[config.mk]
export PLATFORM = sky130hd
export DESIGN_NAME = eeprom_config_image_unpacker
export DESIGN_NICKNAME = d
export VERILOG_FILES = /design/src/design/eeprom_config_image_pkg.sv /design/src/design/eeprom_config_image_unpacker.sv
export SDC_FILE = /design/constraint.sdc
export NUM_CORES = 1
export LEC_CHECK = 0
export BUFFER_PORTS_ARGS = -buffer_cell sky130_fd_sc_hd__buf_2
export CORE_AREA = 5 5 294 296
export CTS_CLUSTER_SIZE = 30
export DETAILED_ROUTE_END_ITERATION = 10
export DIE_AREA = 0 0 299 301
export PLACE_DENSITY = 0.72
export SLEW_MARGIN = 20
export SYNTH_ARGS = -nofsm -noshare
export SYNTH_HDL_FRONTEND = slang
export SYNTH_SLANG_ARGS = --single-unit
[constraint.sdc]
create_clock -name clock -period 4.9 [get_ports clock]
set_input_delay 0.49 -clock clock [delete_from_list [all_inputs] [get_ports clock]]
set_output_delay 0.49 -clock clock [all_outputs]
set_load 0.01 [all_outputs]
[src/design/eeprom_config_image_pkg.sv]
// Constants, types and default image for the configuration image unpacker.
// Assumes a front end that streams memory bytes MSB first from address 0.
package eeprom_config_image_pkg;

   localparam int IMAGE_BYTES       = 37;
   localparam int IMAGE_START       = 3;
   localparam int MEMORY_BYTES      = 1024;
   localparam int MAP_ENTRY_SMALL   = 2;
   localparam int MAP_ENTRY_LARGE   = 3;
   localparam int HEADER_FLAGS_ADDR = 0;
   localparam int HEADER_BURST_ADDR = 2;
   localparam int REG_COUNT         = 92;

   // Register indexes inside the control register file
   localparam int REG_POWER_DOWN    = 8'h01;
   localparam int REG_OVERRIDES     = 8'h02;
   localparam int REG_DETECT_A      = 8'h04;
   localparam int REG_SLAVE_CTRL    = 8'h06;
   localparam int REG_PIN_OVERRIDES = 8'h08;
   localparam int REG_DETECT_B      = 8'h0B;
   localparam int REG_CH0_EQ        = 8'h0F;
   localparam int REG_CH0_SWING     = 8'h10;
   localparam int REG_DETECT_OPTS   = 8'h28;
   localparam int REG_TAIL_A        = 8'h47;
   localparam int REG_TAIL_B        = 8'h48;
   localparam int REG_TAIL_C        = 8'h4C;
   localparam int REG_TAIL_D        = 8'h59;
   localparam int REG_COPY_A        = 8'h5A;
   localparam int REG_COPY_B        = 8'h5B;
   localparam int CHAN_LOW_BASE     = 8'h0E;
   localparam int CHAN_HIGH_BASE    = 8'h2B;
   localparam int CHAN_STRIDE       = 7;

   // Bit positions of pin overrides
   localparam int POWER_DOWN_OVR_BIT = 0;
   localparam int THRESHOLD_OVR_BIT  = 6;
   localparam int RXDET_OVR_BIT      = 3;

   // Positions in the image bit stream, bit 0 = byte three bit 7
   localparam int CHAN_FIELD_BITS   = 28;
   localparam int CHAN_LOW_STREAM   = 36;
   localparam int CHAN_HIGH_STREAM  = 155;
   localparam int DETECT_OPT_STREAM = 148;
   localparam int TAIL_STREAM       = 267;
   localparam int COPY_STREAM       = 280;

   typedef logic [IMAGE_BYTES-1:0][7:0] image_t;
   typedef logic [REG_COUNT-1:0][7:0]   regs_t;

   typedef struct packed {
      logic       checksumEnable;
      logic       mapPresent;
      logic       largeMemory;
      logic       reservedBit;
      logic [3:0] deviceCount;
   } header_t;

   typedef enum logic [1:0] {
      IDLE_S = 2'b00,
      LOAD_S = 2'b01,
      DONE_S = 2'b10,
      FAIL_S = 2'b11
   } load_state_t;

   // Image defaults, entry 0 is image byte three
   localparam image_t DEFAULT_IMAGE = {
      8'h54, 8'h54, 8'h00, 8'h00, 8'hA8, 8'hF5, 8'h05, 8'h80, 8'h5A, 8'h5F,
      8'h00, 8'hA8, 8'hF5, 8'h05, 8'h80, 8'h5A, 8'h5F, 8'h80, 8'h09, 8'hD4,
      8'hFA, 8'h02, 8'h40, 8'hAD, 8'h2F, 8'h00, 8'hD4, 8'hFA, 8'h02, 8'h40,
      8'hAD, 8'h2F, 8'h00, 8'h07, 8'h04, 8'h00, 8'h00};

   localparam logic [7:0] CH0_EQ_DEFAULT    = 8'h2F;
   localparam logic [7:0] CH0_SWING_DEFAULT = 8'hAD;

endpackage

[src/design/eeprom_config_image_unpacker.sv]
// Loader that unpacks a device configuration image into control registers.
// Assumes an external front end streams memory bytes on linkClock/linkData
// while linkFrame is high, MSB first, starting at memory address zero.
`timescale 1ns/1ps
module eeprom_config_image_unpacker (
   input  wire logic                           clock,
   input  wire logic                           reset,
   input  wire logic                           busModeSelectPin,
   input  wire logic                           readEnableLow,
   input  wire logic [3:0]                     deviceIndex,
   input  wire logic                           linkClock,
   input  wire logic                           linkData,
   input  wire logic                           linkFrame,
   output logic                                loadRequest,
   output logic                                loadDone,
   output logic                                allDone,
   output logic                                loadFailed,
   output logic [7:0]                          burstLength,
   output eeprom_config_image_pkg::regs_t      ctrlRegs,
   output logic                                powerDownPinOverride,
   output logic                                detectThresholdPinOverride,
   output logic                                receiverDetectPinOverride
);
   import eeprom_config_image_pkg::*;

   logic [1:0]  linkClockSync;
   logic [1:0]  linkDataSync;
   logic [1:0]  linkFrameSync;
   logic [1:0]  modeSync;
   logic [1:0]  readEnableSync;
   logic [3:0]  indexSync0;
   logic [3:0]  indexSync1;
   logic        linkClockLast;
   logic        frameLast;
   logic        clockRise;
   logic        frameActive;
   logic        frameEnd;
   logic [2:0]  bitCount_reg;
   logic [7:0]  shift_reg;
   logic        byteStrobe_reg;
   logic [7:0]  byteData_reg;
   logic [10:0] byteAddr_reg;
   load_state_t state_reg;
   header_t     header_reg;
   logic [7:0]  burst_reg;
   logic [7:0]  crcByte_reg;
   logic [7:0]  xorSum_reg;
   logic [9:0]  mapStart_reg;
   image_t      image_reg;
   logic        imageFull_reg;
   logic        checkPass_reg;
   regs_t       ctrlRegs_reg;
   logic [10:0] dataStart;
   logic [10:0] entryBase;
   logic [10:0] dataOffset;
   logic        inImage;
   logic        lastByte;
   logic        commitPulse;
   logic        checksumUsed;

   // Fetch one bit of the image stream
   function automatic logic bitAt(image_t img, int s);
      return img[s / 8][7 - (s % 8)];
   endfunction

   // Scatter every image bit to its register bit; other bits keep base
   function automatic regs_t scatterImage(image_t img, regs_t base);
      regs_t r;
      int    b;
      int    s;
      r = base;
      for (int j = 0; j < 8; j++) begin
         r[REG_POWER_DOWN][7-j] = bitAt(img, j);
      end
      for (int j = 0; j < 4; j++) begin
         r[REG_OVERRIDES][5-j] = bitAt(img, 8 + j);
      end
      r[REG_OVERRIDES][POWER_DOWN_OVR_BIT] = bitAt(img, 12);
      for (int j = 0; j < 8; j++) begin
         r[REG_DETECT_A][7-j] = bitAt(img, 13 + j);
      end
      r[REG_SLAVE_CTRL][4] = bitAt(img, 21);
      for (int j = 0; j < 7; j++) begin
         r[REG_PIN_OVERRIDES][6-j] = bitAt(img, 22 + j);
      end
      for (int j = 0; j < 7; j++) begin
         r[REG_DETECT_B][6-j] = bitAt(img, 29 + j);
      end
      // Eight identical channel groups, two runs of four
      for (int k = 0; k < 8; k++) begin
         b = (k < 4) ? CHAN_LOW_BASE + CHAN_STRIDE * k
                     : CHAN_HIGH_BASE + CHAN_STRIDE * (k - 4);
         s = (k < 4) ? CHAN_LOW_STREAM + CHAN_FIELD_BITS * k
                     : CHAN_HIGH_STREAM + CHAN_FIELD_BITS * (k - 4);
         for (int j = 0; j < 4; j++) begin
            r[b][5-j] = bitAt(img, s + j);
         end
         for (int j = 0; j < 8; j++) begin
            r[b+1][7-j] = bitAt(img, s + 4 + j);
            r[b+2][7-j] = bitAt(img, s + 12 + j);
         end
         for (int j = 0; j < 3; j++) begin
            r[b+3][2-j] = bitAt(img, s + 20 + j);
         end
         r[b+4][7] = bitAt(img, s + 23);
         for (int j = 0; j < 4; j++) begin
            r[b+4][3-j] = bitAt(img, s + 24 + j);
         end
      end
      for (int j = 0; j < 7; j++) begin
         r[REG_DETECT_OPTS][6-j] = bitAt(img, DETECT_OPT_STREAM + j);
      end
      for (int j = 0; j < 4; j++) begin
         r[REG_TAIL_A][3-j] = bitAt(img, TAIL_STREAM + j);
      end
      r[REG_TAIL_B][7] = bitAt(img, TAIL_STREAM + 4);
      r[REG_TAIL_B][6] = bitAt(img, TAIL_STREAM + 5);
      for (int j = 0; j < 5; j++) begin
         r[REG_TAIL_C][7-j] = bitAt(img, TAIL_STREAM + 6 + j);
      end
      r[REG_TAIL_C][0] = bitAt(img, TAIL_STREAM + 11);
      r[REG_TAIL_D][0] = bitAt(img, TAIL_STREAM + 12);
      for (int j = 0; j < 8; j++) begin
         r[REG_COPY_A][7-j] = bitAt(img, COPY_STREAM + j);
         r[REG_COPY_B][7-j] = bitAt(img, COPY_STREAM + 8 + j);
      end
      return r;
   endfunction

   // Pin synchronisers; only the second stage is read by logic
   always_ff @(posedge clock) begin
      if (reset) begin
         linkClockSync  <= 2'h0;
         linkDataSync   <= 2'h0;
         linkFrameSync  <= 2'h0;
         modeSync       <= 2'h0;
         readEnableSync <= 2'h3;
         indexSync0     <= 4'h0;
         indexSync1     <= 4'h0;
         linkClockLast  <= 1'b0;
         frameLast      <= 1'b0;
      end else begin
         linkClockSync  <= {linkClockSync[0], linkClock};
         linkDataSync   <= {linkDataSync[0], linkData};
         linkFrameSync  <= {linkFrameSync[0], linkFrame};
         modeSync       <= {modeSync[0], busModeSelectPin};
         readEnableSync <= {readEnableSync[0], readEnableLow};
         indexSync0     <= deviceIndex;
         indexSync1     <= indexSync0;
         linkClockLast  <= linkClockSync[1];
         frameLast      <= linkFrameSync[1];
      end
   end

   assign clockRise   = linkClockSync[1] & ~linkClockLast;
   assign frameActive = linkFrameSync[1];
   assign frameEnd    = frameLast & ~frameActive;

   // Byte assembly; the link clock is only trusted inside a frame
   always_ff @(posedge clock) begin
      if (reset) begin
         bitCount_reg   <= 3'h0;
         shift_reg      <= 8'h00;
         byteStrobe_reg <= 1'b0;
         byteData_reg   <= 8'h00;
      end else begin
         byteStrobe_reg <= 1'b0;
         if (!frameActive) begin
            bitCount_reg <= 3'h0;
         end else if (clockRise) begin
            shift_reg    <= {shift_reg[6:0], linkDataSync[1]};
            bitCount_reg <= bitCount_reg + 3'h1;
            if (bitCount_reg == 3'h7) begin
               byteStrobe_reg <= 1'b1;
               byteData_reg   <= {shift_reg[6:0], linkDataSync[1]};
            end
         end
      end
   end

   // Memory address of the byte on byteData_reg
   always_ff @(posedge clock) begin
      if (reset) begin
         byteAddr_reg <= 11'h000;
      end else if (!frameActive) begin
         byteAddr_reg <= 11'h000;
      end else if (byteStrobe_reg) begin
         byteAddr_reg <= byteAddr_reg + 11'h001;
      end
   end

   // Where this device's map entry and image sit in memory
   assign entryBase = 11'(IMAGE_START + int'(indexSync1) *
                      (header_reg.largeMemory ? MAP_ENTRY_LARGE
                                              : MAP_ENTRY_SMALL));
   assign dataStart = header_reg.mapPresent ?
                      {1'b0, mapStart_reg} :
                      11'(IMAGE_START + IMAGE_BYTES * int'(indexSync1));
   assign dataOffset = byteAddr_reg - dataStart;
   // With a map, bytes up to the end of our entry are never image data:
   // the start address is not known until the entry has gone by
   assign inImage    = (byteAddr_reg >= 11'(IMAGE_START)) &&
                       (byteAddr_reg >= dataStart) &&
                       (!header_reg.mapPresent ||
                        byteAddr_reg > entryBase + (header_reg.largeMemory ?
                                       11'h002 : 11'h001)) &&
                       (dataOffset < 11'(IMAGE_BYTES));
   assign lastByte   = byteStrobe_reg && inImage &&
                       (dataOffset == 11'(IMAGE_BYTES - 1));
   // A checksum byte exists only with a map; ignore it when disabled
   assign checksumUsed = header_reg.checksumEnable &&
                         header_reg.mapPresent;
   assign commitPulse  = (state_reg == LOAD_S) && imageFull_reg &&
                         checkPass_reg;

   // Load sequence; failure is terminal until reset
   always_ff @(posedge clock) begin
      if (reset) begin
         state_reg     <= IDLE_S;
         header_reg    <= '0;
         burst_reg     <= 8'h00;
         crcByte_reg   <= 8'h00;
         xorSum_reg    <= 8'h00;
         mapStart_reg  <= 10'h000;
         image_reg     <= '0;
         imageFull_reg <= 1'b0;
         checkPass_reg <= 1'b0;
      end else begin
         unique case (state_reg)
            IDLE_S: begin
               xorSum_reg    <= 8'h00;
               imageFull_reg <= 1'b0;
               if (modeSync[1] && !readEnableSync[1]) begin
                  state_reg <= LOAD_S;
               end
            end
            LOAD_S: begin
               if (imageFull_reg) begin
                  state_reg <= checkPass_reg ? DONE_S : FAIL_S;
               end else if (frameEnd) begin
                  state_reg <= FAIL_S;
               end else if (byteStrobe_reg) begin
                  if (byteAddr_reg >= 11'(MEMORY_BYTES)) begin
                     state_reg <= FAIL_S;
                  end
                  if (byteAddr_reg == 11'(HEADER_FLAGS_ADDR)) begin
                     header_reg <= header_t'(byteData_reg);
                     if (byteData_reg[3:0] < indexSync1) begin
                        state_reg <= FAIL_S;
                     end
                  end
                  if (byteAddr_reg == 11'(HEADER_BURST_ADDR)) begin
                     burst_reg <= byteData_reg;
                  end
                  if (header_reg.mapPresent &&
                      byteAddr_reg >= 11'(IMAGE_START)) begin
                     if (byteAddr_reg == entryBase) begin
                        crcByte_reg <= byteData_reg;
                     end
                     if (header_reg.largeMemory) begin
                        if (byteAddr_reg == entryBase + 11'h001) begin
                           mapStart_reg[9:8] <= byteData_reg[1:0];
                        end
                        if (byteAddr_reg == entryBase + 11'h002) begin
                           mapStart_reg[7:0] <= byteData_reg;
                        end
                     end else if (byteAddr_reg == entryBase + 11'h001) begin
                        mapStart_reg <= {2'h0, byteData_reg};
                     end
                  end
                  if (inImage) begin
                     image_reg[dataOffset[5:0]] <= byteData_reg;
                     xorSum_reg <= xorSum_reg ^ byteData_reg;
                  end
                  if (lastByte) begin
                     imageFull_reg <= 1'b1;
                     checkPass_reg <= !checksumUsed ||
                        ((xorSum_reg ^ byteData_reg) == crcByte_reg);
                  end
               end
            end
            DONE_S: begin
               state_reg <= DONE_S;
            end
            FAIL_S: begin
               state_reg <= FAIL_S;
            end
         endcase
      end
   end

   // Live registers change only at commit, so channels never see a
   // half-written image
   always_ff @(posedge clock) begin
      if (reset) begin
         ctrlRegs_reg <= scatterImage(DEFAULT_IMAGE, '0);
      end else if (commitPulse) begin
         ctrlRegs_reg <= scatterImage(image_reg, ctrlRegs_reg);
      end
   end

   // Status and field outputs, all from flip-flops
   assign loadRequest = (state_reg == LOAD_S);
   assign loadDone    = (state_reg == DONE_S);
   assign allDone     = loadDone;
   assign loadFailed  = (state_reg == FAIL_S);
   assign burstLength = burst_reg;
   assign ctrlRegs    = ctrlRegs_reg;
   assign powerDownPinOverride =
      ctrlRegs_reg[REG_OVERRIDES][POWER_DOWN_OVR_BIT];
   assign detectThresholdPinOverride =
      ctrlRegs_reg[REG_PIN_OVERRIDES][THRESHOLD_OVR_BIT];
   assign receiverDetectPinOverride =
      ctrlRegs_reg[REG_PIN_OVERRIDES][RXDET_OVR_BIT];

   AST_HEADER: assert property (@(posedge clock) disable iff (reset)
      (state_reg == LOAD_S && byteStrobe_reg && !imageFull_reg && !frameEnd &&
       byteAddr_reg == 11'h000) |=> header_reg == $past(byteData_reg))
      else $error("header flags not captured");
   AST_BURST: assert property (@(posedge clock) disable iff (reset)
      (state_reg == LOAD_S && byteStrobe_reg && !imageFull_reg && !frameEnd &&
       byteAddr_reg == 11'h002) |=> burstLength == $past(byteData_reg))
      else $error("burst length not captured");
   AST_NOMAP_START: assert property (@(posedge clock) disable iff (reset)
      !header_reg.mapPresent |->
      dataStart == 11'(3 + 37 * int'(indexSync1)))
      else $error("image start offset wrong");
   AST_POWER_DOWN: assert property (@(posedge clock) disable iff (reset)
      commitPulse |=> ctrlRegs[1] == $past(image_reg[0]))
      else $error("power-down register not loaded");
   AST_PWDN_OVR: assert property (@(posedge clock) disable iff (reset)
      commitPulse |=> powerDownPinOverride == $past(image_reg[1][3]))
      else $error("power-down override not loaded");
   AST_SWING: assert property (@(posedge clock) disable iff (reset)
      commitPulse |=> ctrlRegs[8'h10] == $past(image_reg[6]))
      else $error("swing register not loaded");
   AST_COPY: assert property (@(posedge clock) disable iff (reset)
      commitPulse |=> ctrlRegs[8'h5A] == $past(image_reg[35]) &&
                      ctrlRegs[8'h5B] == $past(image_reg[36]))
      else $error("copied registers wrong");
   AST_CHECKSUM: assert property (@(posedge clock) disable iff (reset)
      (lastByte && state_reg == LOAD_S && !frameEnd && !imageFull_reg &&
       !checksumUsed) |=> ##1 state_reg == DONE_S)
      else $error("unchecked image not accepted");
   AST_DONE: assert property (@(posedge clock) disable iff (reset)
      commitPulse |=> (loadDone && !loadRequest)[*3])
      else $error("bus not released after load");
   AST_HOLD: assert property (@(posedge clock) disable iff (reset)
      !commitPulse |=> $stable(ctrlRegs))
      else $error("registers changed without commit");
   AST_DEFAULTS: assert property (@(posedge clock) disable iff (reset)
      state_reg != DONE_S |-> ctrlRegs[8'h0F] == CH0_EQ_DEFAULT &&
      ctrlRegs[8'h10] == CH0_SWING_DEFAULT)
      else $error("defaults lost before load");

endmodule

# --- Yosys cells after proc, flatten, opt, wreduce, memory -nomap -nowiden ---
# Cells that the tools add are included.
totals:
  register_bits: 683
  inputBits: 11
  output_inout_bits: 751
  elab_cells: 221
classes:
  n_addsub: 8
  multipliers: 2
  n_lt_le_gt_ge: 8
  n_eq_ne: 17
  muxes: 30
  bitwise_logic: 8
  reduce_logical: 33
ops:
  columns: ["cell", "count"]
  rows:
  - ["$bwmux W296", 1]
  - ["$demux W8 S6", 1]
  - ["$mux W8", 6]
  - ["$reduce_and A5 Y1", 5]
  - ["$eq A11 B8 Y1", 2]
  - ["$mux W10", 2]
  - ["$mux W2", 9]
  - ["$pmux W8 S2", 1]
  - ["$reduce_and A6 Y1", 2]
  - ["$add A11 B1 Y11 const B", 1]
  - ["$add A2 B10 Y11 const A", 1]
  - ["$eq A11 B2 Y1 const B", 1]
  - ["$eq A11 B6 Y1 const B", 1]
  - ["$eq A11 B7 Y1", 1]
  - ["$ge A11 B11 Y1", 1]
  - ["$ge A11 B11 Y1 const B", 1]
  - ["$ge A11 B2 Y1 const B", 1]
  - ["$gt A11 B8 Y1", 1]
  - ["$logic_and A1 B1 Y1", 11]
  - ["$logic_not A11 Y1", 1]
  - ["$lt A11 B6 Y1 const B", 1]
  - ["$mux W11", 1]
  - ["$sub A11 B11 Y11", 1]
  - ["$mul A6 B4 Y10 const A", 1]
  - ["31 further kinds", 52]

# --- Depth between registers and ports, before layout ---
# Gate-level depths: netlist (run 1).
logic_depth:
  word_depth: 15
  depth_mapped: 19
  mapped_depth_nobuf: 17

# --- Worst setup path before layout (run 1) ---
# Ideal clock, no wire load.
synth_path:
  path_type: "flip-flop to flip-flop"
  startpoint: "reg indexSync1[0]"
  endpoint: "reg image_reg[231] (netlist name)"
  setup_time_ns: 0.132
  arrival_time_ns: 3.946
  required_time_ns: 4.768
  setup_slack_ns: 0.822
  stages_incl_launch_ff: 20
  n_path_buf: 2
  period_less_slack_ns: 4.078
  cell_sequence: "dfxtp_1 ha_1 ha_1 nor2b_1 o21ai_0 a21oi_1 o21a_1 o21ai_0 xnor2_1 mux2i_1 ha_1 clkbuf_1 a21oi_1 nor3b_2 nand2_1 mux2_2 a211oi_4 buf_4 nand3_4 mux2i_1"
synth_between:
  elab_chain_len: 9
  word_cells_on_any_way: 21
  cone_classes: "add/sub (4); mul (2); order compare (5); mux (4); reduce/logical (6)"
synth_lines:
  columns: ["element", "line", "rtl"]
  rows:
  - ["from (decl)", "eeprom_config_image_unpacker.sv:32", "logic [3:0] indexSync1;"]
  - ["from (signal assigned)", "eeprom_config_image_unpacker.sv:149", "indexSync1 <= indexSync0;"]
  - ["$mul A6 B4 Y10", "eeprom_config_image_unpacker.sv:198", "11'(IMAGE_START + IMAGE_BYTES * int'(indexSync1));"]
  - ["$add A2 B10 Y11", "eeprom_config_image_unpacker.sv:198", null]
  - ["$mux W11", "eeprom_config_image_unpacker.sv:196", "assign dataStart = header_reg.mapPresent ?"]
  - ["$sub A11 B11 Y11", "eeprom_config_image_unpacker.sv:199", "assign dataOffset = byteAddr_reg - dataStart;"]
  - ["$lt A6 B7 Y1 (not written as such) or $ge A6 B1 Y1 (tied branches)", "eeprom_config_image_unpacker.sv:272", "image_reg[dataOffset[5:0]] <= byteData_reg;"]
  - ["$logic_and A1 B1 Y1 (not written as such)", "eeprom_config_image_unpacker.sv:272", null]
  - ["$mux W8 (not written as such)", "eeprom_config_image_unpacker.sv:272", null]
  - ["$demux W8 S6", "eeprom_config_image_unpacker.sv:272", null]
  - ["$bwmux W296", "eeprom_config_image_unpacker.sv:272", null]
  - ["to (signal, indexed assignment)", "eeprom_config_image_unpacker.sv:272", null]
  - ["to (decl)", "eeprom_config_image_unpacker.sv:49", "image_t image_reg;"]
# Parallel ways exist; a longest one is shown, timed or not.
# A chain may end at the register's enable or synchronous reset.

# --- Worst setup path after layout (run 1) ---
layout_path:
  startpoint: "reg indexSync1[1]"
  endpoint: "reg image_reg[277] (netlist name)"
# The elaborated chain is that of the path after synthesis.

==> impl_metrics.yaml, run 1 <==
detailed_routing:
  drtIter0Drc: 1203
  ant_nets: 0
  vias_per_cell: 4.67
  drt_pass1_iterations: 5
  drt_wl_total_um: 82600
  vias: 22500
  wl_per_cell_um: 17.1
  post-route-drc-count: 0
timing:
  timing.hold.ws_ns: 0.0837
  skew_ns: 0.0380
  hold_viol: 0
  maxSlewViolCount: 0
  setup_tns_ns: 0
  min_period_ns: 4.44
  rsz0062_at_grt: "no"
  report.final.setup_viol: 0
  tightest_slew_ns: 1.08
  min_period_over_period: 0.907
  setup_ws_ns: 0.458
  relSlewSlack: 0.277
  fmax_mhz: 225
logic_synthesis:
  async_flop_share: 0
  synth_top_family_by_area: "simple AND/OR/NAND/NOR gates"
  ys_types: 72
  synth_simple_gate_area_frac: 0.231
  synth.area.mux_share: 0.108
  syn-cell-area_um2: 31300
  synth_top_area_share: 0.437
  ys_seq_elements: 683
  synth_area_leader_cell: "dfxtp_1"
  synth-xor-area-share: 0.0127
  synth_fa_ha_area_frac: 0.0181
  synth-main-ff-cell: "dfxtp_1"
  synth_edf_count: 0
  synth_compound_area_frac: 0.0580
  syn_avg_cell_area_um2: 9.10
  synthCells: 3441
  synth_area_leaders: "dfxtp_1 44%, buf_4 11%, mux2i_1 11%, nand2_1 7.8%, nand2b_1 6.5%"
  ys_seq_area_frac: 0.437
  ys_warn_count: 0
worst_hold_path:
  min_path_type: "input port to register"
grt:
  grt.overflow.total: 0
  grt_max_degree: 230
  grt_pass1_wl_um: 123000
  grt_util_all_layers: 0.171
  grt_pass1_vias: 21100
  antenna_found_initial: 3
finish:
  finalInstanceArea_um2: 34900
  area_growth_syn_to_layout_pct: 11.5
  layout_commonest_cell: "dfxtp_1"
  nFillCells: 8193
  final_cell_mix: "683 x dfxtp_1, 652 x nand2_1, 440 x conb_1, 333 x mux2i_1, 320 x buf_2"
  drive_gt1_frac: 0.156
  nNetsFinal: 3742
clock_tree:
  clk_pin_slew_worst_paths_ns: 0.06
  clkLatencyLatePin_ns: 0.63
  cts_buffers: 76
  cts_max_level: 3
  clockRootBuffer: "clkbuf_16"
  ctsResizeCount: 0
  clock-sinks: 683
  cts_tree: "built"
  cts_hold_buffers: 0
  cts_setup_buffers: 0
  clk_path_buf_depth: 3
setup_path:
  start_kind: "register"
  endpoint: "image_reg[277]"
  arrival_ns: 4.90
  path_class: "register to register"
  crit_required_ns: 5.36
  reg2reg_slack_ns: 0.46
  r2r-start: "indexSync1[1]"
  reg2regPathDepth: 17
  crit_start: "indexSync1[1]"
  timing.rr.end: "image_reg[277]"
  worstPathMaxFanout: 9
  endpoint_kind: "register"
floorplanning:
  rows: 106
  fp.dieH_um: 301
  initial_core_util: 0.376
  coreArea_um2: 83300
  dieArea_um2: 90000
  pin_count: 762
  fp.dieW_um: 299
flow_run:
  maxCapViolations: 0
power_and_ir_drop:
  p_leak_nw: 16.0
  ir_drop_mv: 0.271
  p_per_area_nw_per_um2: 335
  finalPower_mw: 11.7
placement:
  placed_area_um2: 32400
  gp_congestion: 0.891
  placement.io_buffers: 321
  pre_cts_ws_ns: 0.495
  dp_hpwl_um: 55000
outcome:
  status: "completed"
critical path, cell delays in order, from the launching register on:
cell      delay (ns)
dfxtp_1         0.47
ha_1            0.29
ha_1            0.33
nand2b_1        0.07
a21boi_0        0.29
a21o_1          0.17
a21o_1          0.14
xnor2_1         0.12
mux2i_1         0.11
ha_1            0.40
nand2_1         0.07
o21ai_0         0.33
a21oi_2         0.10
xnor2_1         0.20
a211oi_4        0.39
buf_4           0.36
nand4_4         0.26
mux2i_1         0.18
cell type report:
cell class              instances  area [um2]  share of cell area
clock inverters                31         412              0.0118
clock buffers                 101        2100              0.0601
repair buffers                384        2210              0.0635
inverters                      16        60.1             0.00172
well taps                    1080        1350              0.0387
multi-input cells            2526       15100               0.432
flip-flops and latches        683       13700               0.392
diodes                          2        5.00            0.000143
synthesized netlist by cell type (3+ instances only):
| library cell | count |
|---|---|
| dfxtp_1 | 683 |
| nand2_1 | 652 |
| buf_4 | 447 |
| mux2i_1 | 333 |
| nand2b_1 | 326 |
| a21oi_1 | 235 |
| clkbuf_1 | 188 |
| nand3b_1 | 102 |
| nor2_1 | 56 |
| ha_1 | 42 |
| nor3_1 | 34 |
| nand3_4 | 32 |
| nor2b_1 | 30 |
| nand3_1 | 24 |
| xor2_1 | 22 |
| xnor2_1 | 21 |
| o21ai_0 | 19 |
| inv_1 | 16 |
| nor4_1 | 15 |
| nand4_1 | 13 |
| and3_1 | 10 |
| a21o_1 | 9 |
| nor3_2 | 8 |
| o22ai_1 | 8 |
| buf_1 | 7 |
| buf_2 | 6 |
| buf_6 | 6 |
| or2_2 | 6 |
| or3_1 | 6 |
| nand4_4 | 5 |
| nor3b_1 | 5 |
| a211o_1 | 4 |
| nor4b_1 | 4 |
| o211ai_1 | 4 |
| o21a_1 | 4 |
| a21boi_0 | 3 |
| a21oi_2 | 3 |
| mux2_2 | 3 |
| nand4b_1 | 3 |
| o21ai_1 | 3 |
metal layers:
| layer | part of all wire | vias to the layer above | track usage |
|---|---|---|---|
| met4 | 0.027 | 2 | 0.0552 |
| met1 | 0.42 | 10700 | 0.217 |
| met5 | 0.000097 | - | 0 |
| met3 | 0.068 | 139 | 0.0334 |
| met2 | 0.48 | 697 | 0.293 |
| li1 | - | 10900 | - |
logic make-up after synthesis:
logic type,count (synthesis)
and+or+nand+nor,1344
DFF,683
buffers and inverters,671
muxes,336
AOI/OAI and AO/OA,318
adders and majority gates,44
xor gates and xnor gates,44
other,1
where the power goes:
group,internal (mW),switching (mW)
combinational,0.109,0.321
clock,3.28,2.41
sequential,5.56,0.00443
total,8.95,2.74
metrics by stage:
stage / std cells / util
6_report: 4823 / 0.419
5_1_grt: 4821 / 0.419
4_1_cts: 4821 / 0.419
3_5_place_dp: 4689 / 0.389
3_3_place_gp: 4689 / 0.389
2_1_floorplan: 3880 / -
worst min path at each step:
stage	from	to	slack, ns	cells after the start
floorplan	readEnableSync[0]	readEnableSync[1]	0.39	1
global placement	readEnableSync[0]	readEnableSync[1]	0.40	1
detailed placement	readEnableSync[0]	readEnableSync[1]	0.41	1
CTS	readEnableLow	readEnableSync[0]	0.03	2
global route	readEnableLow	readEnableSync[0]	0.05	2
finish	readEnableLow	readEnableSync[0]	0.08	2
(Power assumes the default switching activity.)
==> run 2: changes to the inputs <==
CORE_AREA = 2 2 300 302   (was 5 5 294 296)
DIE_AREA = 0 0 302 304   (was 0 0 299 301)
GPL_ROUTABILITY_DRIVEN = 0   (was unset)
PLACE_DENSITY = 0.69   (was 0.72)
==> run 2 against run 1 <==
Against the previous run: sequential power is essentially flat; highest routed layer unchanged; flip-flop and latch count is the same; non-clock buffer count shrank 11; global-route usage shrank 0.17 points; core utilization shrank 2.5 points; largest cell class unchanged; via count shrank 1.0%; critical endpoint is now image_reg[167]; combinational power shrank 1%.
==> impl_metrics.yaml, run 2 (synthesis gave the netlist of run 1 again) <==
outcome:
  status: "completed"
floorplanning:
  initial_core_util: 0.352
  rows: 110
  fp.dieH_um: 304
  fp.dieW_um: 302
  coreArea_um2: 89000
  pin_count: 762
  dieArea_um2: 91800
finish:
  final_cell_mix: "683 x dfxtp_1, 652 x nand2_1, 440 x conb_1, 333 x mux2i_1, 320 x buf_2"
  drive_gt1_frac: 0.157
  nNetsFinal: 3733
  layout_commonest_cell: "dfxtp_1"
  area_growth_syn_to_layout_pct: 12.1
setup_path:
  crit_required_ns: 5.36
  arrival_ns: 5.00
  worstPathMaxFanout: 25
  path_class: "register to register"
  start_kind: "register"
  reg2reg_slack_ns: 0.36
  timing.rr.end: "image_reg[167]"
  endpoint_kind: "register"
  r2r-start: "indexSync1[1]"
  reg2regPathDepth: 17
clock_tree:
  clock-sinks: 683
  clk_pin_slew_worst_paths_ns: 0.06
  cts_max_level: 3
  cts_buffers: 78
  cts_tree: "built"
  cts_hold_buffers: 0
  clk_path_buf_depth: 3
  clkLatencyLatePin_ns: 0.63
  clockRootBuffer: "clkbuf_16"
  cts_setup_buffers: 0
  ctsResizeCount: 0
detailed_routing:
  post-route-drc-count: 0
  vias: 22300
  vias_per_cell: 4.53
  drtIter0Drc: 1462
  ant_nets: 0
  drt_pass1_iterations: 5
  drt_wl_total_um: 81000
  wl_per_cell_um: 16.5
power_and_ir_drop:
  internal_power_mw: 9.12
  p_leak_nw: 16.0
  clkPwrFrac: 0.492
  switching_power_mw: 2.68
  ir_drop_mv: 0.249
  pwr-share-comb: 0.036
  p_per_area_nw_per_um2: 336
  p_sw_frac: 0.227
  seqPwrFrac: 0.472
worst_hold_path:
  min_path_type: "input port to register"
  min_from: "readEnableLow"
  hold_end: "readEnableSync[0]"
  hold_depth: 2
timing:
  skew_ns: 0.0256
  hold_viol: 0
  relSlewSlack: 0.276
  fmax_mhz: 220
  tightest_slew_ns: 1.09
  setup_tns_ns: 0
  min_period_ns: 4.54
  rsz0062_at_grt: "no"
  maxSlewViolCount: 0
  min_period_over_period: 0.927
  report.final.setup_viol: 0
  setup_ws_ns: 0.358
grt:
  grt_pass1_vias: 20600
  grt_max_degree: 258
  grt.overflow.total: 0
  grt_pass1_wl_um: 122000
  antenna_found_initial: 3
  grt_util_all_layers: 0.169
placement:
  pre_cts_ws_ns: 0.0773
  dp_hpwl_um: 52800
  placement.io_buffers: 321
flow_run:
  maxCapViolations: 0
-- run 2: routing by layer --
metal  part of all wire  routed length, um  global-route usage  vias to the layer above
met5            0.00015                 12                   0                        -
met4              0.027               2180              0.0569                        2
met3              0.059               4810              0.0351                      134
met2               0.47              37700               0.274                      701
met1               0.45              36300               0.223                    10500
li1                   -                  -                   -                    10900
-- run 2: worst max-delay path, stage by stage, from the launching register on --
cell      delay (ns)
dfxtp_1         0.50
ha_1            0.29
ha_1            0.33
nand2b_1        0.06
a21boi_0        0.32
a21o_1          0.18
a21o_1          0.15
xnor2_1         0.13
mux2i_1         0.09
ha_1            0.36
a21oi_1         0.16
o21ai_0         0.14
a21oi_2         0.22
o21ai_4         0.24
nor4b_1         0.58
buf_4           0.23
nand3_4         0.20
mux2i_1         0.18
-- run 2: through the flow --
stage          cells  hold WS, ns  area (um2)   util  total power [mW]
2_1_floorplan   3880        0.389       33000      -              6.30
3_3_place_gp    4774        0.408       32500  0.365              6.10
3_5_place_dp    4774        0.410       32500  0.365              6.10
4_1_cts         4911       0.0164       35100  0.394              11.9
5_1_grt         4911       0.0352       35100  0.394              12.2
6_report        4913       0.0625       35100  0.394              11.8
-- run 2: worst max-delay path by stage --
stage,endpoint,start,slack [ns],cells after the start
detailed placement,image_reg[36],indexSync1[1],0.08,16
global placement,xorSum_reg[1],indexSync1[1],-0.19,16
floorplan,image_reg[231],indexSync1[0],0.82,19
CTS,image_reg[39],indexSync1[1],0.04,16
global route,image_reg[240],indexSync1[1],0.008,18
finish,image_reg[167],indexSync1[1],0.36,17
-- run 2: power by group through the flow --
stage	logic [mW]	clock network [mW]	registers, mW
floorplan	0.619	0	5.69
global placement	0.412	0	5.69
detailed placement	0.413	0	5.69
CTS	0.414	5.95	5.57
global route	0.470	6.17	5.56
finish	0.424	5.81	5.57
-- run 2: cell type report --
cell class / instances / area [um2]
inverters: 16 / 60.1
diodes: 2 / 5.00
clock buffers: 117 / 2360
fillers: 8830 / 54000
flip-flops and latches: 683 / 13700
multi-input cells: 2526 / 15100
repair buffers: 373 / 2190
well taps: 1176 / 1470
clock inverters: 20 / 205
